--- src/rtl/shrp_pkg.sv ---
package shrp_pkg;
    // clock and rate reference, in kHz
    localparam int unsigned CLK_KHZ = 100000;
    localparam int unsigned REF_KHZ = 27120;
    localparam logic [16:0] ACC_MOD = 17'(CLK_KHZ);
    localparam logic [16:0] ACC_INC = 17'(REF_KHZ);
    // uart rate register: exponent [7:5], mantissa [4:0]
    localparam logic [7:0]  RATE_RST   = 8'heb;
    localparam int          EXP_MSB    = 7;
    localparam int          EXP_LSB    = 5;
    localparam int          MANT_MSB   = 4;
    localparam int          MANT_LSB   = 0;
    localparam logic [12:0] MANT_OFS   = 13'h0021;
    localparam logic [12:0] MANT_OFS0  = 13'h0001;
    localparam logic [12:0] DFLT_TICKS = 13'h0b00;
    // address byte layout
    localparam int DIR_BIT    = 7;
    localparam int SPI_A_MSB  = 6;
    localparam int SPI_A_LSB  = 1;
    localparam int UART_A_MSB = 5;
    localparam int UART_A_LSB = 0;
    // bit counts
    localparam logic [2:0] SPI_LAST_BIT  = 3'h7;
    localparam logic [3:0] UART_STOP_IDX = 4'h9;
    // strap capture after reset release
    localparam logic [1:0] STRAP_WAIT = 2'h2;
    localparam logic [1:0] STRAP_DONE = 2'h3;
    // synchroniser lanes and their idle levels
    localparam int         S_SCK    = 0;
    localparam int         S_MOSI   = 1;
    localparam int         S_NSS    = 2;
    localparam int         S_RX     = 3;
    localparam int         S_I2C    = 4;
    localparam int         S_EA     = 5;
    localparam logic [5:0] SYNC_RST = 6'h0c;
    typedef enum logic [2:0] {
        U_ADDR  = 3'b000,
        U_DATA  = 3'b001,
        U_PUSH  = 3'b010,
        U_RWAIT = 3'b011,
        U_TX    = 3'b100
    } shrp_ustate_t;
endpackage

--- src/rtl/shrp_buf2.sv ---
module shrp_buf2 #(
    parameter int W = 8
) (
    input  wire logic         clk_i,
    input  wire logic         rst_i,
    input  wire logic         in_valid_i,
    output logic              in_ready_o,
    input  wire logic [W-1:0] in_data_i,
    output logic              out_valid_o,
    input  wire logic         out_ready_i,
    output logic      [W-1:0] out_data_o
);
    // head entry plus one skid entry; ready comes from a flop
    logic         skid_valid_reg;
    logic [W-1:0] skid_data_reg;
    wire          take = in_valid_i && !skid_valid_reg;
    wire          move = out_ready_i || !out_valid_o;

    assign in_ready_o = !skid_valid_reg;

    always_ff @(posedge clk_i) begin
        if (rst_i) begin
            out_valid_o    <= 1'b0;
            out_data_o     <= '0;
            skid_valid_reg <= 1'b0;
            skid_data_reg  <= '0;
        end else if (move) begin
            out_valid_o    <= skid_valid_reg || take;
            out_data_o     <= skid_valid_reg ? skid_data_reg : in_data_i;
            skid_valid_reg <= 1'b0;
        end else if (take) begin
            skid_valid_reg <= 1'b1;
            skid_data_reg  <= in_data_i;
        end
    end
endmodule

--- src/rtl/shrp_port.sv ---
// Operation
// - device is only an spi slave; master drives clock and mosi
// - spi link runs at most 10 Mbit/s
// - spi bytes travel msb first on both lines
// - device changes miso on falling edge, stable over rising edge
// - read burst: address bytes then 00; data lags one byte behind
// - write: one address byte, then any number of data bytes
// - spi address byte: bit 7 direction, bits 6..1 address, bit 0 zero
// - uart starts at 9.6 kBd after reset
// - rate register holds 3-bit exponent and 5-bit mantissa
// - nonzero exponent: rate is 27.12 MHz/(mantissa+33)/2^(exponent-1)
// - uart character: start 0, eight data bits, stop 1, no parity
// - uart data bits go lsb first both ways
// - uart read: one address character, device answers with register data
// - uart write: address then data; device echoes address as acknowledge
// - uart address: bit 7 direction, bit 6 reserved, bits 5..0 address
// - sideband enable low turns request and auxiliary lines off
// - strap levels sampled after reset choose the active host interface
module shrp_port (
    input  wire logic       clk_i,
    input  wire logic       rst_i,
    input  wire logic       spi_sck_i,
    input  wire logic       spi_mosi_i,
    input  wire logic       spi_nss_n_i,
    output logic            spi_miso_o,
    input  wire logic       uart_rx_i,
    output logic            uart_tx_o,
    output logic            uart_request_line_o,
    output logic            uart_auxiliary_line_o,
    input  wire logic       uart_sideband_enable_i,
    input  wire logic       strap_i2c_i,
    input  wire logic       strap_ea_i,
    output logic            if_spi_o,
    output logic            if_uart_o,
    input  wire logic       rate_wr_i,
    input  wire logic [7:0] rate_data_i,
    output logic      [7:0] uart_rate_register_o,
    output logic            reg_rd_o,
    output logic      [5:0] reg_rd_addr_o,
    input  wire logic [7:0] reg_rdata_i,
    output logic            reg_wr_valid_o,
    input  wire logic       reg_wr_ready_i,
    output logic      [5:0] reg_wr_addr_o,
    output logic      [7:0] reg_wr_data_o,
    output logic            wr_drop_o
);
    // all pins come from outside clk_i
    logic [5:0] pin_raw;
    logic [5:0] pin_s;
    assign pin_raw = {strap_ea_i, strap_i2c_i, uart_rx_i, spi_nss_n_i, spi_mosi_i, spi_sck_i};

    shrp_sync #(
        .W       (6),
        .RST_VAL (shrp_pkg::SYNC_RST)
    ) u_sync (
        .clk_i (clk_i),
        .rst_i (rst_i),
        .d_i   (pin_raw),
        .q_o   (pin_s)
    );

    wire sck_s  = pin_s[shrp_pkg::S_SCK];
    wire mosi_s = pin_s[shrp_pkg::S_MOSI];
    wire nss_s  = pin_s[shrp_pkg::S_NSS];
    wire rx_s   = pin_s[shrp_pkg::S_RX];
    wire i2c_s  = pin_s[shrp_pkg::S_I2C];
    wire ea_s   = pin_s[shrp_pkg::S_EA];

    // interface choice; straps are read once the synchroniser has settled
    logic [1:0] strap_cnt_reg;
    always_ff @(posedge clk_i) begin
        if (rst_i) begin
            strap_cnt_reg <= 2'h0;
            if_spi_o      <= 1'b0;
            if_uart_o     <= 1'b0;
        end else begin
            if (strap_cnt_reg != shrp_pkg::STRAP_DONE) begin
                strap_cnt_reg <= strap_cnt_reg + 2'h1;
            end
            if (strap_cnt_reg == shrp_pkg::STRAP_WAIT) begin
                if_spi_o  <= !i2c_s && ea_s;
                if_uart_o <= !i2c_s && !ea_s;
            end
        end
    end

    // ---- spi side
    logic       sck_q_reg;
    logic       spi_first_reg;
    logic       spi_read_reg;
    logic       spi_rd_pend_reg;
    logic [2:0] spi_bit_reg;
    logic [7:0] spi_rx_reg;
    logic [7:0] spi_tx_reg;
    logic [5:0] spi_addr_reg;
    logic       rd_ack_reg;
    logic       buf_ready;

    wire       spi_act    = if_spi_o && !nss_s;
    wire       sck_rise   = spi_act && sck_s && !sck_q_reg;
    wire       sck_fall   = spi_act && !sck_s && sck_q_reg;
    wire       spi_done   = sck_rise && (spi_bit_reg == shrp_pkg::SPI_LAST_BIT);
    wire [7:0] spi_byte   = {spi_rx_reg[6:0], mosi_s};
    wire       spi_is_rd  = spi_byte[shrp_pkg::DIR_BIT];
    wire [5:0] spi_baddr  = spi_byte[shrp_pkg::SPI_A_MSB:shrp_pkg::SPI_A_LSB];
    // every read-mode byte with the read flag fetches; final 00 does not
    wire       spi_rd_req = spi_done && spi_is_rd && (spi_first_reg || spi_read_reg);
    // later bytes of a write burst all go to the latched address
    wire       spi_push   = spi_done && !spi_first_reg && !spi_read_reg;

    always_ff @(posedge clk_i) begin
        if (rst_i) begin
            sck_q_reg <= 1'b0;
        end else begin
            sck_q_reg <= sck_s;
        end
    end

    // byte assembly; mosi is taken on the rising edge
    // deselect restarts
    always_ff @(posedge clk_i) begin
        if (rst_i || !spi_act) begin
            spi_bit_reg   <= 3'h0;
            spi_first_reg <= 1'b1;
            spi_read_reg  <= 1'b0;
            spi_rx_reg    <= 8'h00;
            spi_addr_reg  <= 6'h00;
        end else if (sck_rise) begin
            spi_rx_reg  <= spi_byte;
            spi_bit_reg <= spi_bit_reg + 3'h1;
            if (spi_done && spi_first_reg) begin
                spi_first_reg <= 1'b0;
                spi_read_reg  <= spi_is_rd;
                spi_addr_reg  <= spi_baddr;
            end
        end
    end

    // miso shift; write bursts and the first byte shift out zeros
    always_ff @(posedge clk_i) begin
        if (rst_i) begin
            spi_miso_o      <= 1'b0;
            spi_tx_reg      <= 8'h00;
            spi_rd_pend_reg <= 1'b0;
        end else if (!spi_act) begin
            // stale read data must not leak into the next burst
            spi_tx_reg      <= 8'h00;
            spi_rd_pend_reg <= 1'b0;
        end else if (rd_ack_reg && spi_rd_pend_reg) begin
            // data lands well inside the shortest half period
            spi_tx_reg      <= reg_rdata_i;
            spi_rd_pend_reg <= 1'b0;
        end else if (spi_done) begin
            spi_tx_reg      <= 8'h00;
            spi_rd_pend_reg <= spi_rd_req;
        end else if (sck_fall) begin
            spi_miso_o <= spi_tx_reg[7];
            spi_tx_reg <= {spi_tx_reg[6:0], 1'b0};
        end
    end

    // ---- uart side
    logic [16:0]                acc_reg;
    logic                       rx_q_reg;
    logic                       rx_busy_reg;
    logic                       rx_done_reg;
    logic [12:0]                rx_cnt_reg;
    logic [3:0]                 rx_idx_reg;
    logic [7:0]                 rx_sh_reg;
    logic                       tx_busy_reg;
    logic [12:0]                tx_cnt_reg;
    logic [3:0]                 tx_idx_reg;
    logic [8:0]                 tx_frame_reg;
    logic [7:0]                 u_addr_reg;
    logic [7:0]                 u_data_reg;
    shrp_pkg::shrp_ustate_t     ustate_reg;
    shrp_pkg::shrp_ustate_t     ustate_next;

    // fractional accumulator gives a 27.12 MHz tick from clk_i; jitter is one clk
    wire [16:0] acc_sum = acc_reg + shrp_pkg::ACC_INC;
    wire        tick    = acc_sum >= shrp_pkg::ACC_MOD;

    // bit period in reference ticks
    wire [2:0]  rate_exp  = uart_rate_register_o[shrp_pkg::EXP_MSB:shrp_pkg::EXP_LSB];
    wire [12:0] rate_mant = 13'(uart_rate_register_o[shrp_pkg::MANT_MSB:shrp_pkg::MANT_LSB]);
    // exponent and mantissa select the divider
    // fastest setting, exponent 0 with mantissa 0, gives only 1 tick
    wire [12:0] bit_ticks = (rate_exp == 3'h0) ? rate_mant + shrp_pkg::MANT_OFS0
                                               : (rate_mant + shrp_pkg::MANT_OFS) << (rate_exp - 3'h1);

    always_ff @(posedge clk_i) begin
        if (rst_i) begin
            acc_reg <= 17'h00000;
        end else begin
            acc_reg <= tick ? acc_sum - shrp_pkg::ACC_MOD : acc_sum;
        end
    end

    always_ff @(posedge clk_i) begin
        if (rst_i) begin
            uart_rate_register_o <= shrp_pkg::RATE_RST;
        end else if (rate_wr_i) begin
            uart_rate_register_o <= rate_data_i;
        end
    end

    // receiver: start edge, half a bit, then one sample per bit
    wire rx_start = if_uart_o && !rx_busy_reg && rx_q_reg && !rx_s;
    wire rx_smp   = rx_busy_reg && tick && (rx_cnt_reg == 13'h0000);

    always_ff @(posedge clk_i) begin
        if (rst_i) begin
            rx_q_reg    <= 1'b1;
            rx_busy_reg <= 1'b0;
            rx_done_reg <= 1'b0;
            rx_cnt_reg  <= 13'h0000;
            rx_idx_reg  <= 4'h0;
            rx_sh_reg   <= 8'h00;
        end else begin
            rx_q_reg    <= rx_s;
            rx_done_reg <= 1'b0;
            if (rx_start) begin
                rx_busy_reg <= 1'b1;
                rx_cnt_reg  <= bit_ticks >> 1;
                rx_idx_reg  <= 4'h0;
            end else if (rx_smp) begin
                rx_cnt_reg <= bit_ticks - 13'h0001;
                rx_idx_reg <= rx_idx_reg + 4'h1;
                // glitch start and bad stop are dropped
                if (rx_idx_reg == 4'h0 && rx_s) begin
                    rx_busy_reg <= 1'b0;
                end else if (rx_idx_reg == shrp_pkg::UART_STOP_IDX) begin
                    rx_busy_reg <= 1'b0;
                    rx_done_reg <= rx_s;
                end else if (rx_idx_reg != 4'h0) begin
                    rx_sh_reg <= {rx_s, rx_sh_reg[7:1]};
                end
            end else if (rx_busy_reg && tick) begin
                rx_cnt_reg <= rx_cnt_reg - 13'h0001;
            end
        end
    end

    // command sequencing
    wire       u_dir       = rx_sh_reg[shrp_pkg::DIR_BIT];
    wire       uart_rd_req = (ustate_reg == shrp_pkg::U_ADDR) && rx_done_reg && u_dir;
    // write waits here while the buffer is full, so no word is lost
    wire       uart_push   = (ustate_reg == shrp_pkg::U_PUSH) && buf_ready;
    wire       tx_start    = uart_push || ((ustate_reg == shrp_pkg::U_RWAIT) && rd_ack_reg);
    wire [7:0] tx_byte     = uart_push ? u_addr_reg : reg_rdata_i;

    always_comb begin
        ustate_next = ustate_reg;
        case (ustate_reg)
            shrp_pkg::U_ADDR: begin
                if (rx_done_reg) begin
                    ustate_next = u_dir ? shrp_pkg::U_RWAIT : shrp_pkg::U_DATA;
                end
            end
            shrp_pkg::U_DATA: begin
                if (rx_done_reg) begin
                    ustate_next = shrp_pkg::U_PUSH;
                end
            end
            shrp_pkg::U_PUSH: begin
                if (buf_ready) begin
                    ustate_next = shrp_pkg::U_TX;
                end
            end
            shrp_pkg::U_RWAIT: begin
                if (rd_ack_reg) begin
                    ustate_next = shrp_pkg::U_TX;
                end
            end
            shrp_pkg::U_TX: begin
                if (!tx_busy_reg) begin
                    ustate_next = shrp_pkg::U_ADDR;
                end
            end
            default: begin
                ustate_next = shrp_pkg::U_ADDR;
            end
        endcase
    end

    always_ff @(posedge clk_i) begin
        if (rst_i) begin
            ustate_reg <= shrp_pkg::U_ADDR;
            u_addr_reg <= 8'h00;
            u_data_reg <= 8'h00;
        end else begin
            ustate_reg <= ustate_next;
            if (ustate_reg == shrp_pkg::U_ADDR && rx_done_reg) begin
                u_addr_reg <= rx_sh_reg;
            end
            if (ustate_reg == shrp_pkg::U_DATA && rx_done_reg) begin
                u_data_reg <= rx_sh_reg;
            end
        end
    end

    // transmitter: start bit, eight data bits, stop bit
    wire tx_end = tx_busy_reg && tick && (tx_cnt_reg == 13'h0000);

    always_ff @(posedge clk_i) begin
        if (rst_i) begin
            uart_tx_o    <= 1'b1;
            tx_busy_reg  <= 1'b0;
            tx_cnt_reg   <= 13'h0000;
            tx_idx_reg   <= 4'h0;
            tx_frame_reg <= 9'h1ff;
        end else if (tx_start) begin
            uart_tx_o    <= 1'b0;
            tx_busy_reg  <= 1'b1;
            tx_cnt_reg   <= bit_ticks - 13'h0001;
            tx_idx_reg   <= 4'h0;
            tx_frame_reg <= {1'b1, tx_byte};
        end else if (tx_end) begin
            tx_cnt_reg <= bit_ticks - 13'h0001;
            if (tx_idx_reg == shrp_pkg::UART_STOP_IDX) begin
                tx_busy_reg <= 1'b0;
            end else begin
                uart_tx_o    <= tx_frame_reg[0];
                tx_frame_reg <= {1'b1, tx_frame_reg[8:1]};
                tx_idx_reg   <= tx_idx_reg + 4'h1;
            end
        end else if (tx_busy_reg && tick) begin
            tx_cnt_reg <= tx_cnt_reg - 13'h0001;
        end
    end

    always_ff @(posedge clk_i) begin
        if (rst_i) begin
            uart_request_line_o   <= 1'b0;
            uart_auxiliary_line_o <= 1'b0;
        end else begin
            uart_request_line_o   <= uart_sideband_enable_i && (ustate_reg != shrp_pkg::U_ADDR);
            uart_auxiliary_line_o <= uart_sideband_enable_i && rx_busy_reg;
        end
    end

    // ---- shared register port; only one interface is ever active
    wire        rd_req  = spi_rd_req || uart_rd_req;
    // uart address bits 5..0, bit 6 ignored
    wire [5:0]  rd_addr = spi_rd_req ? spi_baddr
                                     : rx_sh_reg[shrp_pkg::UART_A_MSB:shrp_pkg::UART_A_LSB];
    wire        push_v  = spi_push || uart_push;
    wire [13:0] push_d  = spi_push ? {spi_addr_reg, spi_byte}
                                   : {u_addr_reg[shrp_pkg::UART_A_MSB:shrp_pkg::UART_A_LSB], u_data_reg};
    wire [13:0] buf_out;

    always_ff @(posedge clk_i) begin
        if (rst_i) begin
            reg_rd_o      <= 1'b0;
            reg_rd_addr_o <= 6'h00;
            rd_ack_reg    <= 1'b0;
            wr_drop_o     <= 1'b0;
        end else begin
            reg_rd_o   <= rd_req;
            rd_ack_reg <= reg_rd_o;
            // spi cannot be stalled, so a full buffer drops the byte
            wr_drop_o  <= spi_push && !buf_ready;
            if (rd_req) begin
                reg_rd_addr_o <= rd_addr;
            end
        end
    end

    shrp_buf2 #(
        .W (14)
    ) u_buf (
        .clk_i       (clk_i),
        .rst_i       (rst_i),
        .in_valid_i  (push_v),
        .in_ready_o  (buf_ready),
        .in_data_i   (push_d),
        .out_valid_o (reg_wr_valid_o),
        .out_ready_i (reg_wr_ready_i),
        .out_data_o  (buf_out)
    );

    assign reg_wr_addr_o = buf_out[13:8];
    assign reg_wr_data_o = buf_out[7:0];
endmodule

--- src/rtl/shrp_sync.sv ---
module shrp_sync #(
    parameter int           W       = 1,
    parameter logic [W-1:0] RST_VAL = '0
) (
    input  wire logic         clk_i,
    input  wire logic         rst_i,
    input  wire logic [W-1:0] d_i,
    output logic      [W-1:0] q_o
);
    // two flops per lane; first flop feeds only the second
    genvar i;
    for (i = 0; i < W; i++) begin : g_bit
        logic meta_reg;
        logic sync_reg;
        always_ff @(posedge clk_i) begin
            if (rst_i) begin
                meta_reg <= RST_VAL[i];
                sync_reg <= RST_VAL[i];
            end else begin
                meta_reg <= d_i[i];
                sync_reg <= meta_reg;
            end
        end
        assign q_o[i] = sync_reg;
    end
endmodule

--- config.mk ---
export PLATFORM = sky130hd
export DESIGN_NAME = shrp_port
export DESIGN_NICKNAME = d
export VERILOG_FILES = /design/src/rtl/shrp_pkg.sv /design/src/rtl/shrp_buf2.sv /design/src/rtl/shrp_port.sv /design/src/rtl/shrp_sync.sv
export SDC_FILE = /design/constraint.sdc
export NUM_CORES = 1
export LEC_CHECK = 0
export BUFFER_PORTS_ARGS = -buffer_cell sky130_fd_sc_hd__buf_2
export CORE_ASPECT_RATIO = 0.7
export CORE_UTILIZATION = 66
export DETAILED_ROUTE_END_ITERATION = 10
export HOLD_SLACK_MARGIN = 0.03
export PLACE_DENSITY = 0.91
export SLEW_MARGIN = 10
export SYNTH_ARGS = -nofsm -noshare
export SYNTH_HDL_FRONTEND = slang
export SYNTH_HIERARCHICAL = 1
export SYNTH_SLANG_ARGS = --single-unit
--- constraint.sdc ---
create_clock -name clk_i -period 7.8 [get_ports clk_i]
set_clock_uncertainty 0.2 [all_clocks]
set_input_delay 1.95 -clock clk_i [delete_from_list [all_inputs] [get_ports clk_i]]
set_output_delay 1.95 -clock clk_i [all_outputs]
set_load 0.1 [all_outputs]
==> implementation parameters, run 1 <==
Parameter                              Value

Status
  Run status ... completed

Routing
  Via count ... 8,964
  Met1 Wirelength ... 11.4 mm
  Via/cell ratio ... 6.53
  Antenna-violating nets left ... 0
  Number of detailed-route iterations in the first pass ... 6
  Avg WL per Cell ... 18.8 um
  Highest metal layer with signal wires ... met4
  WL met2 ... 10.7 mm
  Violation count after the first detailed-route iteration ... 987
  Final routed wirelength across all metal layers ... 25.8 mm
  Residual DRC count ... 0
  Met3 WL post-DR ... 3.21 mm

Setup path
  Data arrival time at the worst-slack endpoint ... 4.42 ns
  Critical Path Slowest Stage Cell ... sky130_fd_sc_hd__ha_1
  Worst path cell trace ... inv_1, ha_1, o21bai_1, and3_1, o32ai_1, o21ai_0, and4_1, nor3b_1, nand3_1, a31oi_1
  Slowest Stage Delay on Critical Path ... 0.83 ns
  Kind of start point of the critical path ... register
  Endpoint class of the critical path ... register
  Setup Crit Path Kind ... register to register
  Largest fanout of any net on the critical path ... 27
  Data required time of the worst path ... 7.96 ns

Timing
  Setup repair after global routing missed its margin ... no
  Transition time at the pin with the least slew margin ... 1.17 ns
  Post-route fraction of the period consumed by the critical path ... 54.7%
  Final-report hold violation count ... 0
  Highest Clock Rate ... 0.235 GHz
  Rel. slew slack ... 22.0%
  Shortest clock period the worst path allows after layout ... 4.26 ns
  Finish-stage setup viols ... 0
  Hold slack ... 0.213 ns
  TNS Setup ... 0 ns
  Pins over their slew limit ... 0

Synth
  Cell area after technology mapping ... 0.00978 sq mm
  EDFF count, synth ... 0
  Post-synthesis adder-cell area fraction ... 2.43%
  Number of warning messages in the yosys log ... 6
  Post-synthesis sequential element count ... 181
  Mux contribution to synthesized area ... 9.49%
  Cell taking the most area after synthesis ... sky130_fd_sc_hd__dfxtp_1
  Share of flip-flops with an asynchronous set or reset ... 0%
  Most area-consuming cells after synthesis ... sky130_fd_sc_hd__dfxtp_1 (37%), sky130_fd_sc_hd__mux2i_1 (7.9%), sky130_fd_sc_hd__nand2_1 (4.6%)
  Number of instances in the synthesized netlist ... 1,166
  Share of the yosys chip area belonging to registers ... 37.1%
  Predominant post-synthesis flop cell ... sky130_fd_sc_hd__dfxtp_1
  Combinational family with the most area after synthesis ... simple AND/OR/NAND/NOR gates
  Fraction of post-synthesis cell area in the top cell type by area ... 37.1%
  Compound-cell area share of the yosys netlist ... 18.1%
  Xor/xnor share of the synthesized area ... 3.76%
  Number of distinct library cells after synthesis ... 80
  Net count after synthesis ... 1,212
  Post-synthesis simple-gate area fraction ... 24.1%
  Syn_area_per_cell ... 8.39 sq um

Die
  Floorplan Core Area ... 0.0142 sq mm
  Width of the die ... 147 um
  Number of top-level pins ... 64
  Initial standard-cell utilization of the core ... 68.9%
  Floorplan die height ... 104 um
  Die area ... 0.0153 sq mm
  Number of placement rows ... 36

Clocking
  Number of buffers on the longest clock path ... 2
  Buffers inserted by post-CTS timing repair ... 0
  Root cell of the clock tree ... sky130_fd_sc_hd__clkbuf_16
  CTS Hold Buffers Added ... 0
  TritonCTS clock tree ... done
  Clk sink count ... 181
  H-tree depth ... 4
  Clock insertion delay at the later pin of the skew report ... 0.44 ns
  Clock transition at path regs ... 0.08 ns
  Post-CTS resize count ... 0
  Number of buffers inserted during clock tree synthesis ... 17

Layout
  Register area ... 0.00362 sq mm
  Multi-input gate area in the final layout ... 0.00568 sq mm
  Nets ... 1,216
  Fraction of final layout cells with drive strength greater than 1 ... 11.5%
  Fraction of the core area covered by cells at the end of the flow ... 74.6%
  Number of diodes added for antenna fixing ... 0
  Post-route insts no fill ... 1,373
  Number of filler instances in the final layout ... 1,002
  Synth-to-layout area growth ... 8.23%

Placement
  Number of I/O port buffers ... 63
  Half-perimeter wire length after detailed placement ... 17.0 mm
  Final estimated routing congestion in global placement ... 0.978
  Number of placed cells counting well taps ... 1,341

Min path
  Hold crit path type ... register to register

Power and ir drop
  Worst vdd rail ir drop ... 0.196 mV
  PD cells ... 232 mW/mm^2
  Static Leak ... 3.98 nW

Global routing
  Largest net degree at the start of global routing ... 78
  Number of antenna violations at the first check in global routing ... 0
  GRT Residual Overflow ... 0
  Global-route wire length before repair ... 41.5 mm
  Global-route usage over all layers ... 33.8%
  Number of global-route vias before repair ... 7,988

Flow run
  Max-capacitance violation count ... 0
layout make-up:
class	count	area share (%)
multi-input cells	874	53.7
flip-flops and latches	181	34.2
clock buffers	18	4.15
inverters	27	0.958
repair buffers	69	3.43
well taps	190	2.25
clock inverters	14	1.29
synthesized netlist by cell type, drive strengths merged (17+ instances only):
| cell | n |
|---|---|
| o211ai | 17 |
| a21oi | 64 |
| a211oi | 36 |
| ha | 19 |
| mux2i | 77 |
| inv | 27 |
| nor3 | 24 |
| nand2 | 121 |
| buf | 27 |
| nand3 | 40 |
| clkbuf | 57 |
| o21ai | 35 |
| nor2 | 118 |
| nand2b | 36 |
| xor2 | 20 |
| xnor2 | 22 |
| nor3b | 18 |
| dfxtp | 181 |
per-layer routing:
layer	vias to the layer above	global-route usage [%]
met3	58	9.43
met2	520	47.4
met4	0	10.0
met5	-	0
li1	4180	-
met1	4206	49.7
critical path: cells and delay by family, from the launching register on:
| family | cells | cell delay [ns] |
|---|---|---|
| adders and majority gates | 1 | 0.83 |
| AOI/OAI and AO/OA | 4 | 0.92 |
| buffers and inverters | 1 | 0.23 |
| DFF | 1 | 0.78 |
| and+or+nand+nor | 4 | 1.22 |
placed cells by master, fill, tap and decap left out, types with 12 or more instances in the layout:
| cell type | count |
|---|---|
| sky130_fd_sc_hd__mux2i_1 | 77 |
| sky130_fd_sc_hd__inv_1 | 27 |
| sky130_fd_sc_hd__nor3_1 | 24 |
| sky130_fd_sc_hd__dfxtp_1 | 181 |
| sky130_fd_sc_hd__nor2_1 | 118 |
| sky130_fd_sc_hd__nor3b_1 | 17 |
| sky130_fd_sc_hd__or3_1 | 12 |
| sky130_fd_sc_hd__a211oi_1 | 35 |
| sky130_fd_sc_hd__a21oi_1 | 62 |
| sky130_fd_sc_hd__xor2_1 | 20 |
| sky130_fd_sc_hd__clkbuf_16 | 17 |
| sky130_fd_sc_hd__o211ai_1 | 17 |
| sky130_fd_sc_hd__nand2_1 | 121 |
| sky130_fd_sc_hd__nor2b_1 | 14 |
| sky130_fd_sc_hd__o21ai_0 | 35 |
| sky130_fd_sc_hd__and3_1 | 15 |
| sky130_fd_sc_hd__xnor2_1 | 22 |
| sky130_fd_sc_hd__o21a_1 | 13 |
| sky130_fd_sc_hd__mux2_2 | 14 |
| sky130_fd_sc_hd__nand2b_1 | 36 |
| sky130_fd_sc_hd__buf_2 | 62 |
| sky130_fd_sc_hd__nand3_1 | 40 |
| sky130_fd_sc_hd__ha_1 | 19 |
cell families after synthesis:
group | count (synthesis)
AO/OA/AOI/OAI | 257
multiplexers | 91
adder cells (fa/ha/maj) | 19
flip-flops | 181
buffers and inverters | 111
XOR/XNOR | 42
AND/OR/NAND/NOR | 465
power breakdown:
part,switching (mW),internal [mW]
sequential,0.0656,0.960
clock,0.418,0.433
combinational,0.362,0.215
worst paths after layout:
check	start	to	slack [ns]	depth (start not counted)
setup / recovery	uart_rate_register_o[5]	rx_cnt_reg[10]	3.54	10
hold / removal	u_sync/g_bit[2].meta_reg	u_sync/g_bit[2].sync_reg	0.21	1
setup reg to reg	uart_rate_register_o[5]	rx_cnt_reg[10]	3.54	10
hold reg to reg	u_sync/g_bit[2].meta_reg	u_sync/g_bit[2].sync_reg	0.21	1
per-stage QoR:
step	power [mW]	cell area [sq um]	worst slack [ns]
after floorplan	1.48	9780	3.61
after global placement	1.58	10000	3.79
after detailed placement	1.59	10000	3.71
after CTS	2.43	10600	3.68
after global routing	2.54	10600	3.21
final	2.45	10600	3.54
(Power assumes the default switching activity.)
==> run 2: changes to the inputs <==
--- a/config.mk
+++ b/config.mk
@@ -5,12 +5,13 @@
 export SDC_FILE = /design/constraint.sdc
 export NUM_CORES = 1
 export LEC_CHECK = 0
+export ABC_AREA = 1
 export BUFFER_PORTS_ARGS = -buffer_cell sky130_fd_sc_hd__buf_2
 export CORE_ASPECT_RATIO = 0.7
-export CORE_UTILIZATION = 66
+export CORE_UTILIZATION = 55
 export DETAILED_ROUTE_END_ITERATION = 10
 export HOLD_SLACK_MARGIN = 0.03
-export PLACE_DENSITY = 0.91
+export PLACE_DENSITY = 0.81
 export SLEW_MARGIN = 10
 export SYNTH_ARGS = -nofsm -noshare
 export SYNTH_HDL_FRONTEND = slang
==> constraint.sdc (replaced) <==
create_clock -name clk_i -period 3.5 [get_ports clk_i]
set_clock_uncertainty 0.2 [all_clocks]
set_input_delay 0.875 -clock clk_i [delete_from_list [all_inputs] [get_ports clk_i]]
set_output_delay 0.875 -clock clk_i [all_outputs]
set_load 0.1 [all_outputs]
==> run 2 against run 1 <==
Sequential cell count is the same. Final area shrank 0.51%. Sequential power grew 120%. Count of clock-buffer cells in the layout is the same. Synthesized cell count grew 18%. Combinational power grew 110%. Cell count grew 21%.
==> implementation parameters, run 2 <==
Parameter                              Value

Status
  Run status ... completed

Min path
  Cell count of the worst hold path ... 2
  Hold path startpoint ... u_sync/g_bit[0].meta_reg
  Hold crit path type ... register to register
  Destination of the worst hold path ... u_sync/g_bit[0].sync_reg

Clocking
  Root cell of the clock tree ... sky130_fd_sc_hd__clkbuf_16
  Post-CTS resize count ... 0
  Clk sink count ... 181
  Number of buffers inserted during clock tree synthesis ... 17
  Number of buffers on the longest clock path ... 2
  Clock transition at path regs ... 0.07 ns
  Clock insertion delay at the later pin of the skew report ... 0.44 ns
  TritonCTS clock tree ... done
  CTS Hold Buffers Added ... 0
  H-tree depth ... 4
  Buffers inserted by post-CTS timing repair ... 0

Die
  Number of top-level pins ... 64
  Number of placement rows ... 39
  Initial standard-cell utilization of the core ... 57.3%
  Floorplan Core Area ... 0.0166 sq mm
  Floorplan die height ... 112 um
  Die area ... 0.0178 sq mm
  Width of the die ... 159 um

Synth
  Most area-consuming cells after synthesis ... sky130_fd_sc_hd__dfxtp_1 (38%), sky130_fd_sc_hd__nand2_1 (9.6%), sky130_fd_sc_hd__o21ai_0 (7.2%)
  Fraction of post-synthesis cell area in the top cell type by area ... 38.1%
  Share of the yosys chip area belonging to registers ... 38.1%
  Share of flip-flops with an asynchronous set or reset ... 0%
  Predominant post-synthesis flop cell ... sky130_fd_sc_hd__dfxtp_1
  Number of warning messages in the yosys log ... 6
  Post-synthesis sequential element count ... 181
  Net count after synthesis ... 1,421
  Syn_area_per_cell ... 6.91 sq um
  Most instantiated library cell after synthesis ... sky130_fd_sc_hd__nand2_1
  Cell taking the most area after synthesis ... sky130_fd_sc_hd__dfxtp_1
  Post-synth top cells ... sky130_fd_sc_hd__nand2_1 (244), sky130_fd_sc_hd__dfxtp_1 (181), sky130_fd_sc_hd__inv_1 (171)
  Number of distinct library cells after synthesis ... 52
  Number of instances in the synthesized netlist ... 1,375
  Cell area after technology mapping ... 0.00950 sq mm
  EDFF count, synth ... 0

Power and ir drop
  Static Leak ... 4.62 nW
  PD cells ... 517 mW/mm^2
  Worst vdd rail ir drop ... 0.405 mV

Setup path
  Endpoint class of the critical path ... register
  Data arrival time at the worst-slack endpoint ... 3.37 ns
  Cells on worst reg2reg path ... 15
  Launch instance of the worst register-to-register path ... uart_rate_register_o[5]
  Slack of the worst reg-to-reg path ... 0.25 ns
  Setup Crit Path Kind ... register to register
  Largest fanout of any net on the critical path ... 11
  Data required time of the worst path ... 3.62 ns
  End of the worst register-to-register path ... rx_cnt_reg[6]
  Kind of start point of the critical path ... register

Timing
  Post-route fraction of the period consumed by the critical path ... 92.9%
  Setup repair after global routing missed its margin ... no
  Rel. slew slack ... 23.6%
  Finish-stage setup viols ... 0
  Pins over their slew limit ... 0
  Final-report hold violation count ... 0
  Highest Clock Rate ... 0.307 GHz
  Shortest clock period the worst path allows after layout ... 3.25 ns
  TNS Setup ... 0 ns
  Transition time at the pin with the least slew margin ... 1.14 ns

Layout
  Number of filler instances in the final layout ... 1,472
  Fraction of final layout cells with drive strength greater than 1 ... 12.8%
  Most common library cell in the layout ignoring fill and taps ... sky130_fd_sc_hd__nand2_1
  Post-route insts no fill ... 1,656
  Nets ... 1,464
  Most used cells in the layout excluding fill and tap cells ... sky130_fd_sc_hd__nand2_1 (244), sky130_fd_sc_hd__dfxtp_1 (180), sky130_fd_sc_hd__inv_1 (171), sky130_fd_sc_hd__nor2_1 (164), sky130_fd_sc_hd__o21ai_0 (137)
  Fraction of the core area covered by cells at the end of the flow ... 63.5%
  Synth-to-layout area growth ... 10.8%
  Number of diodes added for antenna fixing ... 0

Global routing
  Number of antenna violations at the first check in global routing ... 0
  Number of global-route vias before repair ... 8,078
  Largest net degree at the start of global routing ... 68
  GRT Residual Overflow ... 0
  Global-route wire length before repair ... 39.9 mm
  Global-route usage over all layers ... 27.9%

Placement
  Number of I/O port buffers ... 63
  Number of placed cells counting well taps ... 1,624
  Final estimated routing congestion in global placement ... 0.953
  Half-perimeter wire length after detailed placement ... 17.4 mm

Routing
  Avg WL per Cell ... 14.6 um
  WL met2 ... 9.61 mm
  Number of detailed-route iterations in the first pass ... 7
  Highest metal layer with signal wires ... met4
  Violation count after the first detailed-route iteration ... 1,002
  Met1 Wirelength ... 12.1 mm
  Met3 WL post-DR ... 2.09 mm
  Via count ... 9,112
  Via/cell ratio ... 5.50
  Antenna-violating nets left ... 0
  Residual DRC count ... 0
  Final routed wirelength across all metal layers ... 24.1 mm

Flow run
  Max-capacitance violation count ... 0
-- run 2: changes by cell type in the layout (fill, tap and decap cells not counted), moves of 49 or more --
cell	previous run	this run
sky130_fd_sc_hd__o21ai_0	35	137
sky130_fd_sc_hd__nand3_1	40	96
sky130_fd_sc_hd__mux2i_1	77	0
sky130_fd_sc_hd__a21oi_1	62	111
sky130_fd_sc_hd__nand2_1	121	244
sky130_fd_sc_hd__inv_1	27	171
-- run 2: worst max-delay path, cell delays in order (launching register included) --
cell and delay (ns):
sky130_fd_sc_hd__dfxtp_2 0.42, sky130_fd_sc_hd__clkinv_1 0.26, sky130_fd_sc_hd__ha_1 0.33, sky130_fd_sc_hd__xor2_1 0.23, sky130_fd_sc_hd__nor2_2 0.17, sky130_fd_sc_hd__a21oi_4 0.29, sky130_fd_sc_hd__ha_1 0.24, sky130_fd_sc_hd__nand3_1 0.15
sky130_fd_sc_hd__nor2_4 0.23, sky130_fd_sc_hd__nand3_1 0.12, sky130_fd_sc_hd__nand2_1 0.07, sky130_fd_sc_hd__o21ai_0 0.11, sky130_fd_sc_hd__nand2_1 0.09, sky130_fd_sc_hd__nand2_1 0.05, sky130_fd_sc_hd__a21oi_1 0.12, sky130_fd_sc_hd__nor2_1 0.05
-- run 2: per-stage QoR --
step	hold slack [ns]	cell area, sq um	setup slack [ns]	power (mW)
floorplan	0.187	9510	0.218	3.24
global placement	0.192	9920	0.415	3.44
detailed placement	0.197	9920	0.315	3.47
CTS	0.207	10500	0.295	5.44
global route	0.237	10500	0.0117	5.69
finish	0.208	10500	0.247	5.44
-- run 2: how the worst max path moves through the flow --
| stage | slack (ns) | from | cells past startpoint | end |
|---|---|---|---|---|
| after CTS | 0.29 | uart_rate_register_o[5] | 12 | tx_cnt_reg[4] |
| after detailed placement | 0.31 | uart_rate_register_o[5] | 12 | tx_cnt_reg[4] |
| after global routing | 0.01 | uart_rate_register_o[5] | 13 | rx_cnt_reg[8] |
| final | 0.25 | uart_rate_register_o[5] | 15 | rx_cnt_reg[6] |
| after floorplan | 0.22 | uart_rate_register_o[5] | 17 | rx_cnt_reg[6] |
| after global placement | 0.42 | uart_rate_register_o[5] | 12 | rx_cnt_reg[4] |
-- run 2: layout make-up --
| class | count | area [sq um] | share of cell area, % |
|---|---|---|---|
| Inverter | 189 | 714 | 6.78 |
| Multi-Input combinational cell | 953 | 4890 | 46.4 |
| Timing Repair Buffer | 76 | 413 | 3.92 |
| Clock buffer | 18 | 439 | 4.17 |
| Tap cell | 225 | 282 | 2.67 |
| Clock inverter | 14 | 168 | 1.59 |
| Sequential cell | 181 | 3620 | 34.4 |
-- run 2: metal layers --
| layer | vias to the layer above | track usage [%] |
|---|---|---|
| li1 | 4573 | - |
| met4 | 0 | 7.56 |
| met1 | 4131 | 42.3 |
| met5 | - | 0 |
| met3 | 25 | 6.11 |
| met2 | 383 | 39.4 |
-- run 2: kinds of logic after synthesis --
logic type | after synthesis | synth area share, %
adder cells (fa/ha/maj) | 19 | 2.50
AO/OA/AOI/OAI | 311 | 17.4
buffers and inverters | 241 | 10.5
XOR/XNOR | 21 | 2.21
flip-flops | 181 | 38.1
AND/OR/NAND/NOR | 602 | 29.3
-- run 2: report_power, final --
part | switching [mW] | internal, mW
registers | 0.0856 | 2.14
clock network | 0.897 | 1.09
logic | 0.850 | 0.373
total | 1.83 | 3.61
